`config.mk`:
```
export PLATFORM = sky130hd
export DESIGN_NAME = smdu_top
export DESIGN_NICKNAME = d
export VERILOG_FILES = /design/src/verilog/smdu_pkg.sv /design/src/verilog/smdu_opsel.sv /design/src/verilog/smdu_top.sv
export VERILOG_INCLUDE_DIRS = /design/src /design/src/verilog
export SDC_FILE = /design/constraint.sdc
export NUM_CORES = 2
export LEC_CHECK = 0
export BUFFER_PORTS_ARGS = -buffer_cell sky130_fd_sc_hd__buf_4
export CORE_AREA = 5 5 345 347
export CTS_BUF_LIST = sky130_fd_sc_hd__clkbuf_4
export DETAILED_ROUTE_END_ITERATION = 6
export DIE_AREA = 0 0 350 352
export PLACE_DENSITY = 0.69
export SYNTH_ARGS = -nofsm -noshare
export SYNTH_HDL_FRONTEND = slang
export SYNTH_SLANG_ARGS = --single-unit
export TNS_END_PERCENT = 100
```
`constraint.sdc`:
```
create_clock -name CLK -period 181.6 [get_ports CLK]
set_input_delay 27.24 -clock CLK [delete_from_list [all_inputs] [get_ports CLK]]
set_output_delay 27.24 -clock CLK [all_outputs]
set_load 0.05 [all_outputs]
```
`src/verilog/smdu_consts.svh`:
```
// constants of the signed multiply / divide unit
`ifndef SMDU_CONSTS_SVH
`define SMDU_CONSTS_SVH

// word width and operand sources
`define SMDU_WORD_W 16
`define SMDU_NCHAN 8

// saturation limits of a signed result word
`define SMDU_WORD_MAX 16'h7FFF
`define SMDU_WORD_MIN 16'h8000

// reset values of result words and of the operand setup
`define SMDU_WORD_RST 16'h0000
`define SMDU_CONST_RST 16'h0000
`define SMDU_CHAN_RST 3'h0
`define SMDU_BIT_RST 1'b0

`endif

```
`src/verilog/smdu_pkg.sv`:
```
// types shared by the signed multiply / divide unit
package smdu_pkg;

    // operand source codes, one-hot
    typedef enum logic [2:0] {
        SMDU_SRC_CONST  = 3'b001,
        SMDU_SRC_ANALOG = 3'b010,
        SMDU_SRC_BLOCK  = 3'b100
    } smdu_src_e;

    typedef logic [15:0] smdu_word_t;

endpackage

```
`src/verilog/smdu_opsel.sv`:
```
// operand selector: holds one operand setup and picks constant, analog channel or block word
`timescale 1ns/1ps
`include "smdu_consts.svh"

module smdu_opsel
    import smdu_pkg::*;
#(
    parameter int W = `SMDU_WORD_W,
    parameter int NCH = `SMDU_NCHAN
) (
    // clock and reset
    input wire logic clk,
    input wire logic rst_b,
    input wire logic ce,
    // setup load
    input wire logic load,
    input wire logic [2:0] src_in,
    input wire logic [W-1:0] const_in,
    input wire logic [$clog2(NCH)-1:0] chan_in,
    // live sources
    input wire logic [NCH*W-1:0] analog,
    input wire logic [W-1:0] block_word,
    // chosen operand
    output logic [W-1:0] operand
);

    typedef struct packed {
        smdu_src_e src;
        logic [W-1:0] cval;
        logic [$clog2(NCH)-1:0] chan;
    } smdu_opsel_s;

    smdu_opsel_s st;
    smdu_opsel_s next_st;

    // ==========================================
    // setup register
    always_comb begin
        next_st = st;
        if (load) begin
            // an illegal source code keeps the previous source, the rest still loads
            if (src_in == SMDU_SRC_CONST || src_in == SMDU_SRC_ANALOG || src_in == SMDU_SRC_BLOCK) begin
                next_st.src = smdu_src_e'(src_in);
            end
            next_st.cval = const_in;
            next_st.chan = chan_in;
        end
    end

    always_ff @(posedge clk or negedge rst_b) begin
        if (!rst_b) begin
            st.src <= SMDU_SRC_CONST; // [RULE_02]
            st.cval <= W'(`SMDU_CONST_RST); // [RULE_02]
            st.chan <= ($clog2(NCH))'(`SMDU_CHAN_RST); // [RULE_03]
        end else if (ce) begin
            st <= next_st;
        end
    end

    // ==========================================
    // operand multiplexer
    always_comb begin
        operand = '0;
        unique case (st.src)
            SMDU_SRC_CONST: operand = st.cval; // [RULE_02]
            SMDU_SRC_ANALOG: operand = analog[st.chan*W +: W]; // [RULE_03]
            SMDU_SRC_BLOCK: operand = block_word; // [RULE_04]
        endcase
    end

endmodule

```
`src/verilog/smdu_top.sv`:
```
// signed 16-bit multiply unit and divide unit with hold, saturation and error bits
//
// What this block does
// RULE_01 - The multiply unit outputs the product of operand A and operand B as its word.
// RULE_02 - Every operand can be a signed constant from -32768 to +32767 that is 0 after reset.
// RULE_03 - Every operand can instead be one of eight analog channels, the first channel after reset.
// RULE_04 - Every operand can instead be the word output of another function block.
// RULE_05 - With its enable high the multiply unit evaluates and updates its word each scan.
// RULE_06 - With its enable low the multiply unit holds its last word.
// RULE_07 - A product below -32768 gives -32768 and a high error bit.
// RULE_08 - A product above 32767 gives 32767 and a high error bit.
// RULE_09 - The divide unit outputs the quotient A/B and the remainder A%B.
// RULE_10 - With its enable high the divide unit evaluates and updates both words each scan.
// RULE_11 - With its enable low the divide unit holds both last words.
// RULE_12 - A zero divisor forces quotient and remainder to 0 and raises the error bit.
// RULE_13 - A quotient above 32767 is clamped to 32767 and raises the error bit.
// RULE_14 - All words are 16-bit two's complement and one evaluation happens per enabled scan cycle.
// RULE_15 - A clean enabled evaluation clears the error bit, and division truncates toward zero.
`timescale 1ns/1ps
`include "smdu_consts.svh"

module smdu_top
    import smdu_pkg::*;
#(
    parameter int W = `SMDU_WORD_W,
    parameter int NCH = `SMDU_NCHAN
) (
    // clock, reset, clock enable
    input wire logic CLK,
    input wire logic RST_B,
    input wire logic CE,
    // live operand sources
    input wire logic [NCH*W-1:0] ANALOG_IN,
    input wire logic [W-1:0] MUL_A_BLOCK,
    input wire logic [W-1:0] MUL_B_BLOCK,
    input wire logic [W-1:0] DIV_A_BLOCK,
    input wire logic [W-1:0] DIV_B_BLOCK,
    // operand setup, loaded on CFG_LOAD
    input wire logic CFG_LOAD,
    input wire logic [2:0] MUL_A_SRC,
    input wire logic [W-1:0] MUL_A_CONST,
    input wire logic [$clog2(NCH)-1:0] MUL_A_CHAN,
    input wire logic [2:0] MUL_B_SRC,
    input wire logic [W-1:0] MUL_B_CONST,
    input wire logic [$clog2(NCH)-1:0] MUL_B_CHAN,
    input wire logic [2:0] DIV_A_SRC,
    input wire logic [W-1:0] DIV_A_CONST,
    input wire logic [$clog2(NCH)-1:0] DIV_A_CHAN,
    input wire logic [2:0] DIV_B_SRC,
    input wire logic [W-1:0] DIV_B_CONST,
    input wire logic [$clog2(NCH)-1:0] DIV_B_CHAN,
    // enable pins of the two units
    input wire logic MUL_EN,
    input wire logic DIV_EN,
    // multiply results
    output logic [W-1:0] MUL_Y,
    output logic MUL_ERR,
    output logic MUL_UPD,
    // divide results
    output logic [W-1:0] DIV_Q,
    output logic [W-1:0] DIV_R,
    output logic DIV_ERR,
    output logic DIV_ZERO,
    output logic DIV_UPD
);

    typedef struct packed {
        logic [W-1:0] mul_y;
        logic mul_err;
        logic mul_upd;
        logic [W-1:0] div_q;
        logic [W-1:0] div_r;
        logic div_err;
        logic div_zero;
        logic div_upd;
    } smdu_state_s;

    smdu_state_s st;
    smdu_state_s next_st;

    logic [W-1:0] mul_a;
    logic [W-1:0] mul_b;
    logic [W-1:0] div_a;
    logic [W-1:0] div_b;

    // ==========================================
    // saturation of a wide signed value to one word; the flag marks a clamp
    function automatic logic [W:0] sat_word(input logic signed [2*W:0] v);
        logic signed [2*W:0] hi;
        logic signed [2*W:0] lo;
        hi = (2*W+1)'(signed'(W'(`SMDU_WORD_MAX)));
        lo = (2*W+1)'(signed'(W'(`SMDU_WORD_MIN)));
        if (v > hi) begin
            sat_word = {1'b1, W'(`SMDU_WORD_MAX)}; // [RULE_08] [RULE_13]
        end else if (v < lo) begin
            sat_word = {1'b1, W'(`SMDU_WORD_MIN)}; // [RULE_07]
        end else begin
            sat_word = {1'b0, v[W-1:0]};
        end
    endfunction

    // ==========================================
    // sign extension of one word to the width of the wide arithmetic
    function automatic logic signed [2*W:0] widen(input logic [W-1:0] w);
        widen = $signed({{(W+1){w[W-1]}}, w});
    endfunction

    // ==========================================
    // operand selectors
    smdu_opsel #(.W(W), .NCH(NCH)) u_mul_a (
        .clk(CLK),
        .rst_b(RST_B),
        .ce(CE),
        .load(CFG_LOAD),
        .src_in(MUL_A_SRC),
        .const_in(MUL_A_CONST),
        .chan_in(MUL_A_CHAN),
        .analog(ANALOG_IN),
        .block_word(MUL_A_BLOCK),
        .operand(mul_a)
    );

    smdu_opsel #(.W(W), .NCH(NCH)) u_mul_b (
        .clk(CLK),
        .rst_b(RST_B),
        .ce(CE),
        .load(CFG_LOAD),
        .src_in(MUL_B_SRC),
        .const_in(MUL_B_CONST),
        .chan_in(MUL_B_CHAN),
        .analog(ANALOG_IN),
        .block_word(MUL_B_BLOCK),
        .operand(mul_b)
    );

    smdu_opsel #(.W(W), .NCH(NCH)) u_div_a (
        .clk(CLK),
        .rst_b(RST_B),
        .ce(CE),
        .load(CFG_LOAD),
        .src_in(DIV_A_SRC),
        .const_in(DIV_A_CONST),
        .chan_in(DIV_A_CHAN),
        .analog(ANALOG_IN),
        .block_word(DIV_A_BLOCK),
        .operand(div_a)
    );

    smdu_opsel #(.W(W), .NCH(NCH)) u_div_b (
        .clk(CLK),
        .rst_b(RST_B),
        .ce(CE),
        .load(CFG_LOAD),
        .src_in(DIV_B_SRC),
        .const_in(DIV_B_CONST),
        .chan_in(DIV_B_CHAN),
        .analog(ANALOG_IN),
        .block_word(DIV_B_BLOCK),
        .operand(div_b)
    );

    // ==========================================
    // evaluation, one step per enabled clock
    always_comb begin
        logic signed [2*W:0] prod;
        logic signed [2*W:0] qa;
        logic signed [2*W:0] qb;
        logic signed [2*W:0] quo;
        logic signed [2*W:0] rem;
        logic [W:0] msat;
        logic [W:0] qsat;
        // widen by sign so that -32768 / -1 is seen as 32768 and not wrapped
        prod = widen(mul_a) * widen(mul_b); // [RULE_01] [RULE_14]
        qa = widen(div_a);
        qb = widen(div_b);
        quo = '0;
        rem = '0;
        if (div_b != '0) begin
            // signed / and % truncate toward zero, remainder takes the dividend's sign
            quo = qa / qb; // [RULE_09] [RULE_15]
            rem = qa % qb; // [RULE_09] [RULE_15]
        end
        msat = sat_word(prod);
        qsat = sat_word(quo);
        next_st = st;
        next_st.mul_upd = 1'b0;
        next_st.div_upd = 1'b0;
        if (MUL_EN) begin
            next_st.mul_y = msat[W-1:0]; // [RULE_05] [RULE_07] [RULE_08]
            next_st.mul_err = msat[W]; // [RULE_07] [RULE_08] [RULE_15]
            next_st.mul_upd = 1'b1; // [RULE_14]
        end
        // with the enable low only the update pulse is written (cleared), so every result word holds [RULE_06] [RULE_11]
        if (DIV_EN) begin
            next_st.div_upd = 1'b1; // [RULE_14]
            if (div_b == '0) begin
                next_st.div_q = W'(`SMDU_WORD_RST); // [RULE_12]
                next_st.div_r = W'(`SMDU_WORD_RST); // [RULE_12]
                next_st.div_err = 1'b1; // [RULE_12]
                next_st.div_zero = 1'b1;
            end else begin
                next_st.div_q = qsat[W-1:0]; // [RULE_10] [RULE_13]
                next_st.div_r = rem[W-1:0]; // [RULE_10]
                next_st.div_err = qsat[W]; // [RULE_13] [RULE_15]
                next_st.div_zero = 1'b0;
            end
        end
    end

    // ==========================================
    // state register; CE low freezes everything, pulses included
    always_ff @(posedge CLK or negedge RST_B) begin
        if (!RST_B) begin
            st.mul_y <= W'(`SMDU_WORD_RST);
            st.mul_err <= `SMDU_BIT_RST;
            st.mul_upd <= `SMDU_BIT_RST;
            st.div_q <= W'(`SMDU_WORD_RST);
            st.div_r <= W'(`SMDU_WORD_RST);
            st.div_err <= `SMDU_BIT_RST;
            st.div_zero <= `SMDU_BIT_RST;
            st.div_upd <= `SMDU_BIT_RST;
        end else if (CE) begin
            st <= next_st; // [RULE_05] [RULE_10]
        end
    end

    // ==========================================
    // outputs straight from the state register
    assign MUL_Y = st.mul_y;
    assign MUL_ERR = st.mul_err;
    assign MUL_UPD = st.mul_upd;
    assign DIV_Q = st.div_q;
    assign DIV_R = st.div_r;
    assign DIV_ERR = st.div_err;
    assign DIV_ZERO = st.div_zero;
    assign DIV_UPD = st.div_upd;

endmodule

```
Word level (Yosys, flattened, before mapping)
Index checks and enable logic that the tools add are counted.
- register bits after elaboration: 141
- multiplexer cells: 13
- order comparisons: 4
- equality and inequality tests: 24
- reductions and logical operators: 17
- multiply operators: 1
- div/mod/pow operators: 2
- shift-type cells: 4
- operator list (operator ; number):
    $shiftx 128x8->16 ; 4
    $pmux 16 s3 ; 4
    $mux 17 ; 4
    $mux 34 ; 1
    $div 33x33->33 ; 1
    $gt 33x16->1 const B ; 1
    $lt 33x16->1 const B ; 1
    $mod 33x33->33 ; 1
    $mux 33 ; 1
    $gt 32x16->1 const B ; 1
    $lt 32x16->1 const B ; 1
    $mul 16x16->32 ; 1
    $eq 3x1->1 const B ; 8
    $eq 3x2->1 const B ; 8
    $eq 3x3->1 const B ; 8
    $logic_not 16->1 ; 1
    $mux 16 ; 1
    $reduce_bool 16->1 ; 1
    $reduce_and 3->1 ; 4
    $logic_or 1x1->1 ; 8
    $reduce_and 2->1 ; 3
    $mux 1 ; 2

Depth between registers and ports, before layout
- word-level depth: 8
- mapped depth: 407
- mapped depth without buffers: 370

Cells and area by module
Synthesis repeated with hierarchy kept, for this count alone.
- cell total of the unflattened synthesis: 7269
- area total of the unflattened synthesis: 55434.4 µm²
- by module, submodules not included (module ; instances ; area an instance (µm²) ; cells each):
    smdu_top ; 1 ; 45294.7 ; 6293
    smdu_opsel ; 4 ; 2534.9 ; 244

Least setup slack after synthesis
No wires, ideal clock.
- path kind: input -> register
- start: input DIV_B_BLOCK[0]
- end: register st (netlist bit DIV_Q[10])
- path slack: 73.318 ns
- stages: 367
- arrival time: 108.159 ns
- buffers on the path: 63
- cell sequence: nor2b_1 > a221oi_1 > o31ai_2 > inv_1 > ha_1 > o311a_1 > and4_1 > buf_4 > a31oi_1 > xnor2_1 > nor4bb_4 > buf_6 > nand2_4 > nor2_1 > o211ai_1 > nor2_1 > ha_1 > o21a_1 > [331 not listed] > a221oi_1 > o21bai_1 > a221o_1 > a31oi_1 > nand2_1 > inv_1 > clkbuf_1 > clkbuf_1 > ha_1 > and4_1 > nand4_1 > o2111ai_1 > o2111ai_1 > or4_1 > o41ai_2 > nand2_2 > buf_6 > o221a_1
- cells in the longest elaborated chain, start to end: 7
- elaborated cells on any way between the ends: 10
- classes of those cells: 1 x div; 2 x order compare; 5 x mux; 2 x reduce/logical
- RTL lines (item ; line ; RTL):
    from (decl) ; smdu_top.sv:37 ; input wire logic [W-1:0] DIV_B_BLOCK,
    $pmux 16 s3 (*) ; smdu_opsel.sv:64 ; unique case (st.src)
    $div 33x33->33 or $reduce_bool 16->1 (tied branches) ; smdu_top.sv:180, smdu_top.sv:178 ;
    $mux 33 ; smdu_top.sv:178 ; if (div_b != '0) begin
    $lt 33x16->1 ; smdu_top.sv:95 ; end else if (v < lo) begin
    $mux 17 ; smdu_top.sv:95 ;
    $mux 17 ; smdu_top.sv:93 ; if (v > hi) begin
    $mux 34 (*) ; smdu_top.sv:196 ; if (div_b == '0) begin
    to (signal assigned) ; smdu_top.sv:223 ; st <= next_st;
    to (decl) ; smdu_top.sv:78 ; smdu_state_s st;
Every way passes the cells marked *; elsewhere a longest branch is shown, timed or not.
A chain may end at the register's enable or synchronous reset.

Worst setup path in the final report
- start: input ANALOG_IN[80]
- end: register st (netlist bit DIV_Q[4])
- cells in the longest elaborated chain, start to end: 8
- elaborated cells on any way between the ends: 13
- classes of those cells: 1 x div; 2 x order compare; 2 x shift; 6 x mux; 2 x reduce/logical
- RTL lines (item ; line ; RTL):
    from (decl) ; smdu_top.sv:33 ; input wire logic [NCH*W-1:0] ANALOG_IN,
    $shiftx 128x8->16 ; smdu_opsel.sv:66 ; SMDU_SRC_ANALOG: operand = analog[st.chan*W +: W];
    $pmux 16 s3 ; smdu_opsel.sv:64 ;
    $div 33x33->33 or $reduce_bool 16->1 (tied branches) ; smdu_top.sv:180, smdu_top.sv:178 ;
    $mux 33 ; smdu_top.sv:178 ;
    $lt 33x16->1 ; smdu_top.sv:95 ;
    $mux 17 ; smdu_top.sv:95 ;
    $mux 17 ; smdu_top.sv:93 ;
    $mux 34 (*) ; smdu_top.sv:196 ;
Marked as above.

==> results.tsv <==
metric	value	unit
status	finished clean	
dp.final_hpwl	168000	um
synth.cell_area	52700	um^2
hold_viol	0	
critPathMostFrequentCell	ha_1	
num_rows	125	
grt_usage	32.6	%
grt_max_degree	84	
grt_pass1_vias	53400	
die_x	350	um
finalSetupViolations	0	
viasPerCell	6.28	
ys_seq_area_share	6.70	%
drtAntennaViolNets	0	
drt_iter0_drc	5678	
worstSetupPathType	input pin to register	
syn2layout_area_growth	10.3	%
worst_clock_skew	0.0627	ns
required	182.37	ns
synthArstFlopShare	100	%
yosysUniqueCellTypes	117	
arrival	122.47	ns
cts_setup_buffers	0	
startpoint_type	input pin	
tns	0	ns
clk_pin_slew	0.15	ns
die_h	352	um
fmax	0.00822	GHz
cts_root_buf	clkbuf_4	
synth_top_area_share	15.4	%
totalWireLength	209000	um
htree_levels	4	
nNetsFinal	8575	
yosysTopAreaCell	ha_1	
dr.pass1.iters	6	
rsz0062_at_grt	no	
place_inst	8881	
maxCapViolCount	0	
cts_resized	0	
vias	56100	
initial_core_util	45.6	%
clk_latency	0.91	ns
ctsHoldBuffers	0	
synth_cells	6998	
synth_area_per_cell	7.53	um^2
tightest_slew	1.46	ns
synth.area.top_cells	ha_1 (15%), fa_1 (10%), nand2_1 (6.6%)	
clockBufferDepth	2	
coreArea	116000	um^2
fin_util	50.3	%
ys_warn_count	0	
grt_pass1_wl	315000	um
critPathMaxFanout	38	
drive_gt1_share	11.6	%
cp_slowest_cell	o31ai_1	
instances_no_fill	8930	
hp-class	register to register	
slew-limit-headroom	2.26	%
critical-path-top-delay-family	compound AO/OA/AOI/OAI gates	
clock_sinks	141	
antenna_found_initial	14	
cp-end-kind	register	
wl_per_cell	23.4	um
synth_ff_type	dfrtp_1	
place.gp.congestion	1.05	
cp_num_buf_inv	24	
cts_buffers	17	
ys_seq_elements	141	
fillers	11400	
cts_tree	built	
critPathMaxStageDelay	0.96	ns
port_buffers	338	
io_pins	339	
multi_input_area	47300	um^2
synth_edf_count	0	
overflow	0	
ff_latch_area	3540	um^2
fin_crit_sh	67.0	%
fin_crit	121.70	ns
drv_slew	0	
post-route-drc-count	0	
die_area	123000	um^2
[per-stage QoR]
step | hold slack, ns | area (um^2) | setup slack, ns
3_5_place_dp | 0.463 | 57800 | 61.69
2_1_floorplan | 0.447 | 53300 | 73.32
6_report | 0.497 | 58100 | 59.90
5_1_grt | 0.521 | 58100 | 53.98
3_3_place_gp | 0.461 | 57800 | 63.40
4_1_cts | 0.499 | 58100 | 62.31
[synthesized netlist by cell type (128+ instances only)]
cell type  instances
a21o_1           210
a21oi_1          494
clkbuf_1         188
dfrtp_1          137
fa_1             264
ha_1             649
inv_1            439
nand2_1          928
nand3_1          128
nor2_1           727
nor3_1           176
o21a_1           146
o21ai_0          297
xnor2_1          305
xor2_1           158
[layout by cell type, fill, tap and decap left out, types with 20 or more instances in the layout]
cell type	instances
buf_4	450
nand2b_1	79
ha_1	649
or3_1	72
or2_2	46
o21a_1	146
o21bai_1	43
xor2_1	158
dfrtp_1	133
nor2b_1	112
mux4_2	99
nand3_1	128
nand3b_1	20
a21oi_1	490
nor4_1	34
o21ai_1	24
a31oi_1	79
a21o_1	210
and2_1	58
and3_1	38
o31ai_1	55
o22ai_1	42
o211ai_1	52
a221o_1	25
inv_1	439
xnor2_1	295
a221oi_1	43
nor3b_1	20
a22oi_1	29
fa_1	264
nand2_1	926
conb_1	170
mux2i_1	84
mux2_2	77
nor2_1	723
nor3_1	174
a211oi_1	74
o21ai_0	297
nand4_1	67
[per-layer routing]
metal,GRT usage (%),vias to the layer above,part of all wire (%)
met3,6.94,604,9.8
met5,0,-,0.027
li1,-,25900,-
met1,42.6,26800,41
met4,15.6,10,5.5
met2,51.2,2730,44
[flip-flops by register name (all words and copies together), names as in the netlist, 16 cells and up]
name and flops:
u_div_a.st 22, u_div_b.st 22, u_mul_a.st 22, u_mul_b.st 22, DIV_Q 16, DIV_R 16, MUL_Y 16
[final timing paths]
path                               start             to  slack, ns  depth (start not counted)
hold / removal                  DIV_ZERO       DIV_ZERO       0.50                          2
setup / recovery           ANALOG_IN[80]       DIV_Q[4]      59.90                        328
max in group asynchronous          RST_B      DIV_Q[11]     153.71                          2
hold reg to reg                 DIV_ZERO       DIV_ZERO       0.50                          2
setup reg to reg           u_div_b.st[1]       DIV_Q[4]      84.94                        327
min in group asynchronous          RST_B  u_mul_b.st[4]      26.38                          1
[cell type report]
class / instances / area share, %
inverter: 448 / 2.89
clock inverter: 15 / 0.336
tap: 1524 / 3.28
sequential: 141 / 6.09
clock buffer: 17 / 0.219
multi-input combinational: 6317 / 81.3
antenna: 17 / 0.0732
timing repair buffer: 451 / 5.83
[logic make-up (layout without fill, tap and decap cells)]
logic type      count (synthesis)  after routing  synth area share, %
mux                           260            260                 7.47
simple gates                 2578           2578                 22.5
fa+ha+maj                     913            913                 25.4
other cells                     2            187               0.0143
flops                         141            141                 6.70
compound gates               1933           1933                 24.8
buf+inv                       708            931                 5.29
xor+xnor                      463            463                 7.70
[worst register-to-register path: cells and delay by family (launching register included)]
family / cells / cell delay (ns)
fa+ha+maj: 32 / 10.30
flops: 1 / 1.13
mux: 3 / 1.08
buf+inv: 23 / 5.75
compound gates: 173 / 53.27
xor+xnor: 3 / 0.76
simple gates: 93 / 24.21
Power is not shown: default switching activity piles up to over one toggle a cycle in this logic, so the estimate is an artifact.
